`src/pkg/lle_pkg.sv`:
```
// constants, codes and types for the link error log encoder
package lle_pkg;

  // ----------------------------------------------------------------
  // error codes of the transmission-failure group
  // ----------------------------------------------------------------
  localparam logic [15:0] CODE_DEST_BUSY = 16'h0109;
  localparam logic [15:0] CODE_CTRL_FAULT = 16'h010A;
  localparam logic [15:0] CODE_HOST_ERR = 16'h010B;
  localparam logic [15:0] CODE_UNIT_NUM = 16'h010C;
  localparam logic [15:0] CODE_DEST_ADDR = 16'h010D;
  localparam logic [15:0] CODE_NO_ROUTE = 16'h010E;
  localparam logic [15:0] CODE_ROUTE_BAD = 16'h010F;
  localparam logic [15:0] CODE_RELAY_MAX = 16'h0110;
  localparam logic [15:0] CODE_PKT_LONG = 16'h0111;
  localparam logic [15:0] CODE_HDR_BAD = 16'h0112;
  localparam logic [15:0] CODE_IO_CFG = 16'h0113;
  localparam logic [15:0] CODE_BUS_ERR = 16'h0114;
  localparam logic [15:0] CODE_IO_OVERLAP = 16'h0115;
  localparam logic [15:0] CODE_UNIT_ERR = 16'h0116;

  // ----------------------------------------------------------------
  // detail word layout
  // ----------------------------------------------------------------
  localparam int DET_NODE_LSB = 0;
  localparam int DET_NODE_W = 8;
  localparam int DET_NET_LSB = 8;
  localparam int DET_NET_W = 7;
  localparam int DET_BLK_BIT = 15;
  localparam int BYTE_HI_LSB = 8;
  localparam int BYTE_LO_LSB = 0;

  // ----------------------------------------------------------------
  // sizes and reset values
  // ----------------------------------------------------------------
  localparam int LOG_DEPTH_DEF = 16;
  localparam int HIT_W_DEF = 8;
  localparam int NUM_CAUSES = 14;
  localparam logic [15:0] RST_WORD = 16'h0000;
  localparam logic [7:0] RST_BYTE = 8'h00;

  // ----------------------------------------------------------------
  // failure causes reported by the transmit path
  // ----------------------------------------------------------------
  typedef enum logic [3:0] {
    CS_DEST_BUSY = 4'h0,
    CS_CTRL_FAULT = 4'h1,
    CS_HOST_ERR = 4'h2,
    CS_UNIT_NUM = 4'h3,
    CS_DEST_ADDR = 4'h4,
    CS_NO_ROUTE = 4'h5,
    CS_ROUTE_BAD = 4'h6,
    CS_RELAY_MAX = 4'h7,
    CS_PKT_LONG = 4'h8,
    CS_HDR_BAD = 4'h9,
    CS_IO_CFG = 4'hA,
    CS_BUS_ERR = 4'hB,
    CS_IO_OVERLAP = 4'hC,
    CS_UNIT_ERR = 4'hD
  } lle_cause_e;

  // nonvolatile handshake, gray along idle -> req -> done
  typedef enum logic [1:0] {
    NV_IDLE = 2'b00,
    NV_REQ = 2'b01,
    NV_DONE = 2'b11
  } lle_nv_e;

endpackage

```
`src/rtl/lle_link_error_log_encoder.sv`:
```
// link error log encoder: failure causes to code and detail entries
`timescale 1ns/1ns
// Function
// RULE1: destination busy logs 0109, not kept in nonvolatile memory.
// RULE2: controller fault logs 010A and is the only code also written nonvolatile.
// RULE3: host controller in error logs 010B, volatile only.
// RULE4: unit number out of range or duplicated logs 010C, volatile only.
// RULE5: invalid destination address aborts sending and logs 010D.
// RULE6: routing needed without routing tables aborts sending and logs 010E.
// RULE7: inconsistent routing tables abort sending and log 010F.
// RULE8: too many relay networks aborts sending and logs 0110.
// RULE9: overlong command packet is rejected and logs 0111.
// RULE10: malformed command header is rejected and logs 0112.
// RULE11: I/O configuration fault logs 0113, volatile only.
// RULE12: internal backplane bus fault logs 0114, volatile only.
// RULE13: overlapping unit I/O allocations log 0115, volatile only.
// RULE14: backplane unit fault logs 0116, volatile only.
// RULE15: detail holds node bits 0-7, network 8-14, bit 15 set for response.
// RULE16: detail byte one is bits 8-15, byte two is bits 0-7.
// RULE17: entries are code then detail, appended in order, host readable.
module lle_link_error_log_encoder
  import lle_pkg::*;
#(
  parameter int LOG_DEPTH = LOG_DEPTH_DEF,
  parameter int HIT_W = HIT_W_DEF,
  parameter int AW = $clog2(LOG_DEPTH)
) (
  // clock, reset, enable
  input wire logic clk_sys,
  input wire logic nrst,
  input wire logic ce,
  // failure report from the transmit path
  input wire logic fail_valid,
  input wire logic [3:0] fail_cause,
  input wire logic fail_is_resp,
  input wire logic [7:0] fail_node,
  input wire logic [6:0] fail_net,
  // verdict back to the transmit path
  output logic tx_abort,
  output logic pkt_reject,
  output logic bad_cause,
  // log readout by the host controller
  input wire logic log_clear,
  input wire logic rd_req,
  input wire logic [AW-1:0] rd_idx,
  output logic rd_valid,
  output logic rd_miss,
  output logic [15:0] rd_code,
  output logic [15:0] rd_detail,
  output logic [7:0] rd_byte_hi,
  output logic [7:0] rd_byte_lo,
  output logic [AW:0] log_count,
  output logic log_full,
  output logic log_overflow,
  // most recent entry
  output logic new_entry,
  output logic [15:0] last_code,
  output logic [15:0] last_detail,
  // per-cause hit counters
  input wire logic [3:0] hit_sel,
  output logic [HIT_W-1:0] hit_value,
  // nonvolatile store handshake
  output logic nv_req,
  output logic [15:0] nv_code,
  output logic [15:0] nv_detail,
  input wire logic nv_ack,
  output logic nv_busy,
  output logic nv_lost
);

  // ----------------------------------------------------------------
  // cause decode
  // ----------------------------------------------------------------
  logic [15:0] code_c;
  logic known_c;
  logic to_nv_c;
  logic abort_c;
  logic reject_c;
  logic [15:0] detail_c;
  logic ev_c;

  always_comb begin
    code_c = RST_WORD;
    known_c = 1'b1;
    to_nv_c = 1'b0;
    abort_c = 1'b0;
    reject_c = 1'b0;
    case (fail_cause)
      CS_DEST_BUSY: code_c = CODE_DEST_BUSY; // see RULE1
      CS_CTRL_FAULT: begin
        code_c = CODE_CTRL_FAULT; // see RULE2
        to_nv_c = 1'b1; // see RULE2
      end
      CS_HOST_ERR: code_c = CODE_HOST_ERR; // see RULE3
      CS_UNIT_NUM: code_c = CODE_UNIT_NUM; // see RULE4
      CS_DEST_ADDR: begin
        code_c = CODE_DEST_ADDR; // see RULE5
        abort_c = 1'b1; // see RULE5
      end
      CS_NO_ROUTE: begin
        code_c = CODE_NO_ROUTE; // see RULE6
        abort_c = 1'b1; // see RULE6
      end
      CS_ROUTE_BAD: begin
        code_c = CODE_ROUTE_BAD; // see RULE7
        abort_c = 1'b1; // see RULE7
      end
      CS_RELAY_MAX: begin
        code_c = CODE_RELAY_MAX; // see RULE8
        abort_c = 1'b1; // see RULE8
      end
      CS_PKT_LONG: begin
        code_c = CODE_PKT_LONG; // see RULE9
        reject_c = 1'b1; // see RULE9
      end
      CS_HDR_BAD: begin
        code_c = CODE_HDR_BAD; // see RULE10
        reject_c = 1'b1; // see RULE10
      end
      CS_IO_CFG: code_c = CODE_IO_CFG; // see RULE11
      CS_BUS_ERR: code_c = CODE_BUS_ERR; // see RULE12
      CS_IO_OVERLAP: code_c = CODE_IO_OVERLAP; // see RULE13
      CS_UNIT_ERR: code_c = CODE_UNIT_ERR; // see RULE14
      // codes 14 and 15 name no cause and are never logged
      default: known_c = 1'b0;
    endcase
  end

  always_comb begin
    detail_c = RST_WORD;
    detail_c[DET_NODE_LSB +: DET_NODE_W] = fail_node; // see RULE15
    detail_c[DET_NET_LSB +: DET_NET_W] = fail_net; // see RULE15
    detail_c[DET_BLK_BIT] = fail_is_resp; // see RULE15
  end

  assign ev_c = fail_valid && known_c;

  // ----------------------------------------------------------------
  // verdict pulses
  // ----------------------------------------------------------------
  always_ff @(posedge clk_sys or negedge nrst) begin
    if (!nrst) begin
      tx_abort <= 1'b0;
      pkt_reject <= 1'b0;
      bad_cause <= 1'b0;
    end else if (ce) begin
      tx_abort <= ev_c && abort_c; // see RULE5
      pkt_reject <= ev_c && reject_c; // see RULE9
      bad_cause <= fail_valid && !known_c;
    end
  end

  // ----------------------------------------------------------------
  // log store
  // ----------------------------------------------------------------
  // a full log keeps its oldest entries; new ones are dropped and flagged,
  // so the first failure of a burst, usually the root cause, survives
  logic [15:0] code_mem [LOG_DEPTH];
  logic [15:0] det_mem [LOG_DEPTH];
  logic [AW:0] count_q;
  logic full_c;
  logic wr_c;
  logic [AW-1:0] wr_idx_c;

  assign full_c = (count_q == (AW+1)'(LOG_DEPTH));
  assign wr_c = ev_c && (log_clear || !full_c);
  assign wr_idx_c = log_clear ? '0 : count_q[AW-1:0];

  always_ff @(posedge clk_sys) begin
    if (ce && wr_c) begin
      code_mem[wr_idx_c] <= code_c; // see RULE17
      det_mem[wr_idx_c] <= detail_c; // see RULE17
    end
  end

  // an entry arriving with the clear survives as the first of the new log
  always_ff @(posedge clk_sys or negedge nrst) begin
    if (!nrst) begin
      count_q <= '0;
    end else if (ce) begin
      if (log_clear) begin
        count_q <= ev_c ? (AW+1)'(1) : '0;
      end else if (wr_c) begin
        count_q <= count_q + (AW+1)'(1); // see RULE17
      end
    end
  end

  always_ff @(posedge clk_sys or negedge nrst) begin
    if (!nrst) begin
      log_overflow <= 1'b0;
    end else if (ce) begin
      if (ev_c && full_c && !log_clear) begin
        log_overflow <= 1'b1;
      end else if (log_clear) begin
        log_overflow <= 1'b0;
      end
    end
  end

  assign log_count = count_q;
  assign log_full = full_c;

  // ----------------------------------------------------------------
  // host readout
  // ----------------------------------------------------------------
  always_ff @(posedge clk_sys or negedge nrst) begin
    if (!nrst) begin
      rd_valid <= 1'b0;
      rd_miss <= 1'b0;
      rd_code <= RST_WORD;
      rd_detail <= RST_WORD;
      rd_byte_hi <= RST_BYTE;
      rd_byte_lo <= RST_BYTE;
    end else if (ce) begin
      rd_valid <= rd_req;
      if (rd_req) begin
        if ({1'b0, rd_idx} < count_q) begin
          rd_miss <= 1'b0;
          rd_code <= code_mem[rd_idx]; // see RULE17
          rd_detail <= det_mem[rd_idx];
          rd_byte_hi <= det_mem[rd_idx][BYTE_HI_LSB +: 8]; // see RULE16
          rd_byte_lo <= det_mem[rd_idx][BYTE_LO_LSB +: 8]; // see RULE16
        end else begin
          rd_miss <= 1'b1;
          rd_code <= RST_WORD;
          rd_detail <= RST_WORD;
          rd_byte_hi <= RST_BYTE;
          rd_byte_lo <= RST_BYTE;
        end
      end
    end
  end

  // ----------------------------------------------------------------
  // most recent entry
  // ----------------------------------------------------------------
  always_ff @(posedge clk_sys or negedge nrst) begin
    if (!nrst) begin
      new_entry <= 1'b0;
      last_code <= RST_WORD;
      last_detail <= RST_WORD;
    end else if (ce) begin
      new_entry <= wr_c;
      if (wr_c) begin
        last_code <= code_c;
        last_detail <= detail_c;
      end
    end
  end

  // ----------------------------------------------------------------
  // per-cause hit counters
  // ----------------------------------------------------------------
  // counters saturate rather than wrap so a busy cause never reads as quiet;
  // they count dropped entries too and are reset by the log clear
  logic [HIT_W-1:0] hit_q [NUM_CAUSES];

  for (genvar g = 0; g < NUM_CAUSES; g++) begin : g_hit
    always_ff @(posedge clk_sys or negedge nrst) begin
      if (!nrst) begin
        hit_q[g] <= '0;
      end else if (ce) begin
        if (ev_c && fail_cause == 4'(g)) begin
          if (log_clear) begin
            hit_q[g] <= HIT_W'(1);
          end else if (hit_q[g] != '1) begin
            hit_q[g] <= hit_q[g] + HIT_W'(1);
          end
        end else if (log_clear) begin
          hit_q[g] <= '0;
        end
      end
    end
  end

  always_ff @(posedge clk_sys or negedge nrst) begin
    if (!nrst) begin
      hit_value <= '0;
    end else if (ce) begin
      hit_value <= (hit_sel < 4'(NUM_CAUSES)) ? hit_q[hit_sel] : '0;
    end
  end

  // ----------------------------------------------------------------
  // nonvolatile write
  // ----------------------------------------------------------------
  // one write in flight; a second controller fault during it is not queued,
  // the slow store would otherwise need a buffer of its own
  lle_nv_e nv_q;
  logic nv_start_c;

  assign nv_start_c = ev_c && to_nv_c; // see RULE2

  always_ff @(posedge clk_sys or negedge nrst) begin
    if (!nrst) begin
      nv_q <= NV_IDLE;
    end else if (ce) begin
      unique case (nv_q)
        NV_IDLE: if (nv_start_c) nv_q <= NV_REQ;
        NV_REQ: if (nv_ack) nv_q <= NV_DONE;
        NV_DONE: nv_q <= NV_IDLE;
      endcase
    end
  end

  always_ff @(posedge clk_sys or negedge nrst) begin
    if (!nrst) begin
      nv_code <= RST_WORD;
      nv_detail <= RST_WORD;
    end else if (ce && nv_start_c && nv_q == NV_IDLE) begin
      nv_code <= code_c;
      nv_detail <= detail_c;
    end
  end

  always_ff @(posedge clk_sys or negedge nrst) begin
    if (!nrst) begin
      nv_lost <= 1'b0;
    end else if (ce) begin
      if (nv_start_c && nv_q != NV_IDLE) begin
        nv_lost <= 1'b1;
      end else if (log_clear) begin
        nv_lost <= 1'b0;
      end
    end
  end

  assign nv_req = (nv_q == NV_REQ);
  assign nv_busy = (nv_q != NV_IDLE);

endmodule // lle_link_error_log_encoder

```
`config.mk`:
```
export PLATFORM = sky130hd
export DESIGN_NAME = lle_link_error_log_encoder
export DESIGN_NICKNAME = d
export VERILOG_FILES = /design/src/pkg/lle_pkg.sv /design/src/rtl/lle_link_error_log_encoder.sv
export SDC_FILE = /design/constraint.sdc
export NUM_CORES = 1
export LEC_CHECK = 0
export BUFFER_PORTS_ARGS = -buffer_cell sky130_fd_sc_hd__clkbuf_2
export CAP_MARGIN = 20
export CORE_MARGIN = 3
export CORE_UTILIZATION = 34
export DETAILED_ROUTE_END_ITERATION = 8
export HOLD_SLACK_MARGIN = 0.03
export SLEW_MARGIN = 20
export SYNTH_ARGS = -nofsm -noshare
export SYNTH_HDL_FRONTEND = slang
export SYNTH_SLANG_ARGS = --single-unit
```
`constraint.sdc`:
```
create_clock -name clk_sys -period 3.6 [get_ports clk_sys]
set_input_delay 0 -clock clk_sys [delete_from_list [all_inputs] [get_ports clk_sys]]
set_output_delay 0 -clock clk_sys [all_outputs]
set_load 0.1 [all_outputs]
```
==> results.sh <==
export IMPL_final_max_slew_violation_count=0
export IMPL_ant_nets=0
export IMPL_finalClockSkew_ns=0.0562
export IMPL_coreArea_um2=70800
export IMPL_ys_seq_area_share_pct=63.6
export IMPL_synth_async_reset_ratio_pct=36.3
export IMPL_arrival_ns=3.49
export IMPL_viasPerCell=5.40
export IMPL_crit_slowest_cell="a2111o_2"
export IMPL_ios=171
export IMPL_finalCritPeriodShare_pct=89.9
export IMPL_clkTransAtPathRegs_ns=0.07
export IMPL_power_switching_mw=4.92
export IMPL_antenna_found_initial=1
export IMPL_r2r_start="log_count[0]"
export IMPL_critical_path_buf_inv_count=2
export IMPL_die_height_um=275
export IMPL_ys_warn_count=0
export IMPL_final_net_count=1915
export IMPL_crit_chain="inv_1, ha_1, nor4bb_4, a2111o_2, or3_1, nor4_4, buf_4"
export IMPL_p_leak_nw=10.9
export IMPL_p_sw_share_pct=30.3
export IMPL_clkLatencyLatePin_ns=0.63
export IMPL_cp_end_kind="flip-flop"
export IMPL_synth_edf_count=352
export IMPL_p_per_area_nw_per_um2=566
export IMPL_cp_top_family="simple AND/OR/NAND/NOR gates"
export IMPL_outcome="finished, final reports clean"
export IMPL_rsz0062_at_grt="no"
export IMPL_holdCritPathClass="input pin to flip-flop"
export IMPL_start_kind="flip-flop"
export IMPL_gp_congestion=0.876
export IMPL_drc_errors=0
export IMPL_cts_sinks=553
export IMPL_ys_flop_type="edfxtp_1"
export IMPL_drt_iter0_drc=1064
export IMPL_die_w_um=275
export IMPL_min_from="fail_cause[2]"
export IMPL_worstSetupPathType="flip-flop to flip-flop"
export IMPL_seq_power_share_pct=44.2
export IMPL_ir_drop_mv=0.442
export IMPL_cts_inserted_buffers=59
export IMPL_ys_ff_latch=553
export IMPL_synth_cell_types=74
export IMPL_fillerInstances=6483
export IMPL_grt_pass1_wl_mm=95.2
export IMPL_synthesis_area_um2=24500
export IMPL_hold_violations=0
export IMPL_synthCells=1696
export IMPL_instances_no_fill=2853
export IMPL_drt_wl_total_mm=62.2
export IMPL_drive_gt1_share_pct=24.8
export IMPL_worst_slew_pin_slew_ns=1.04
export IMPL_total_power_mw=16.2
export IMPL_max_cap_violations=0
export IMPL_dp_final_hpwl_mm=41.0
export IMPL_die_area_um2=75400
export IMPL_cp_startpoint="log_count[0]"
export IMPL_fp_row_count=97
export IMPL_p_comb_share_pct=16.8
export IMPL_root_buffer="clkbuf_16"
export IMPL_start_util_pct=34.7
export IMPL_syn_to_final_growth_pct=17.0
export IMPL_dp_cells=2711
export IMPL_setup_viol=0
export IMPL_firstDrtPassIters=7
export IMPL_grt_max_degree=76
export IMPL_cts_tree="done"
export IMPL_ctsResizeCount=0
export IMPL_cp_data_required_time_ns=3.85
export IMPL_fin_crit_ns=3.24
export IMPL_htree_levels=2
export IMPL_cp_max_fo=22
export IMPL_post_route_util_pct=40.5
export IMPL_wl_per_cell_um=21.8
export IMPL_tns_ns=0
export IMPL_p_int_mw=11.3
export IMPL_vias=15418
export IMPL_cts_setup_buffers=0
export IMPL_cts_max_path_buffers=3
export IMPL_slowest_delay_ns=0.63
export IMPL_grt_pass1_vias=15445
export IMPL_grt_usage_pct=16.4
export IMPL_max_freq_mhz=309
export IMPL_p_clk_share_pct=39.0
export IMPL_grt_remaining_overflow=0
export IMPL_port_buffers=140
export IMPL_relSlewSlack_pct=30.2
export IMPL_synth_avg_cell_area_um2=14.5
-- final timing paths --
kind	to	slack [ns]	cells past startpoint
hold reg to reg	nv_code[3]	0.46	1
setup / recovery	det_mem[4][15]	0.36	7
min in group asynchronous	nv_detail[6]	0.55	4
hold / removal	hit_q[7]	0.09	5
setup reg to reg	det_mem[4][15]	0.36	7
max in group asynchronous	nv_code[8]	2.60	4
-- metrics by stage --
stage	hold WS, ns	instance area [µm²]	setup slack, ns
final	0.0948	28700	0.363
after global routing	0.132	28700	0.213
after CTS	0.0535	28700	0.345
after detailed placement	-0.0121	26300	0.401
after global placement	-0.0143	26300	0.449
after floorplan	-0.296	24700	0.0175
-- power by group through the flow --
| stage | logic (mW) | registers (mW) | clock network (mW) |
|---|---|---|---|
| 2_1_floorplan | 1.09 | 8.34 | 0 |
| 3_3_place_gp | 2.69 | 7.29 | 0 |
| 3_5_place_dp | 2.71 | 7.30 | 0 |
| 4_1_cts | 2.75 | 7.17 | 6.47 |
| 5_1_grt | 2.85 | 7.19 | 6.74 |
| 6_report | 2.73 | 7.17 | 6.32 |
-- tightest hold or removal path, delay by kind of cell --
family	cells	cell delay, ns
AOI/OAI and AO/OA	1	0.07
buffers and inverters	1	0.21
and+or+nand+nor	3	0.41
-- synthesized netlist by cell type (14+ instances only) --
library cell,number,area share [%]
edfxtp_1,352,43
nand2b_1,14,0.36
clkbuf_1,57,0.87
a21oi_1,39,0.80
mux4_2,112,10
mux2_4,14,0.86
nor2b_1,23,0.59
buf_4,46,1.4
a22o_1,28,1.0
mux2_2,31,1.4
nor2_1,83,1.3
dfrtp_1,201,21
nor3_1,19,0.39
o21ai_0,93,1.9
a31oi_1,19,0.48
mux2i_1,14,0.57
inv_1,36,0.55
o2bb2ai_1,18,0.64
nand4_1,19,0.48
ha_1,19,0.97
and3_1,51,1.3
a22oi_1,45,1.4
nand3_1,47,0.96
buf_2,28,0.57
o31ai_1,29,0.89
nand2_1,113,1.7
-- final cells by class --
cell class              count  area (µm²)  area share (%)
clock buffers              81        1640            5.72
diodes                      2        5.00          0.0175
inverters                  38         143           0.497
repair buffers            214        1390            4.85
multi-input cells         995        8300            29.0
flip-flops and latches    553       15600            54.4
clock inverters            30         412            1.44
well taps                 940        1180            4.10
-- layout by cell type (no fill, tap or decap), types with 47 or more instances in the layout --
master,Yosys,final
clkbuf_2,0,137
o21ai_0,93,91
nand3_1,47,47
nor2_1,83,74
mux4_2,112,112
nand2_1,113,113
clkbuf_16,0,59
dfrtp_1,201,197
and3_1,51,51
edfxtp_1,352,352
-- state kept, by name, indices dropped and copies added, names as in the netlist, 2 cells and up --
name,flops
hit_value,8
last_detail,16
last_code,6
hit_q,112
log_count,5
det_mem,256
nv_code,6
rd_detail,16
nv_q,2
nv_detail,16
rd_code,6
code_mem,96
-- logic make-up (layout without fill, tap and decap cells) --
family | after synthesis | count (layout) | share of synthesized area, %
simple gates | 412 | 412 | 8.42
mux | 171 | 171 | 13.1
fa+ha+maj | 19 | 19 | 0.969
flops | 553 | 553 | 63.6
compound gates | 352 | 352 | 9.80
xor+xnor | 11 | 11 | 0.393
other cells | 1 | 32 | 0.0153
buf+inv | 177 | 363 | 3.65
-- timing repair --
action,CTS,global route
hold endpoints to repair,521,0
endpoints found under the setup margin,0,0
hold buffers,29,0
-- metal layers --
layer / vias to the layer above / track usage [%] / wire, µm
met5: - / 0 / 0
met2: 500 / 26.3 / 29200
met4: 0 / 4.44 / 1470
li1: 6902 / - / -
met3: 106 / 4.27 / 5000
met1: 7910 / 22.2 / 26500
Power figures use the tool's default switching activity.
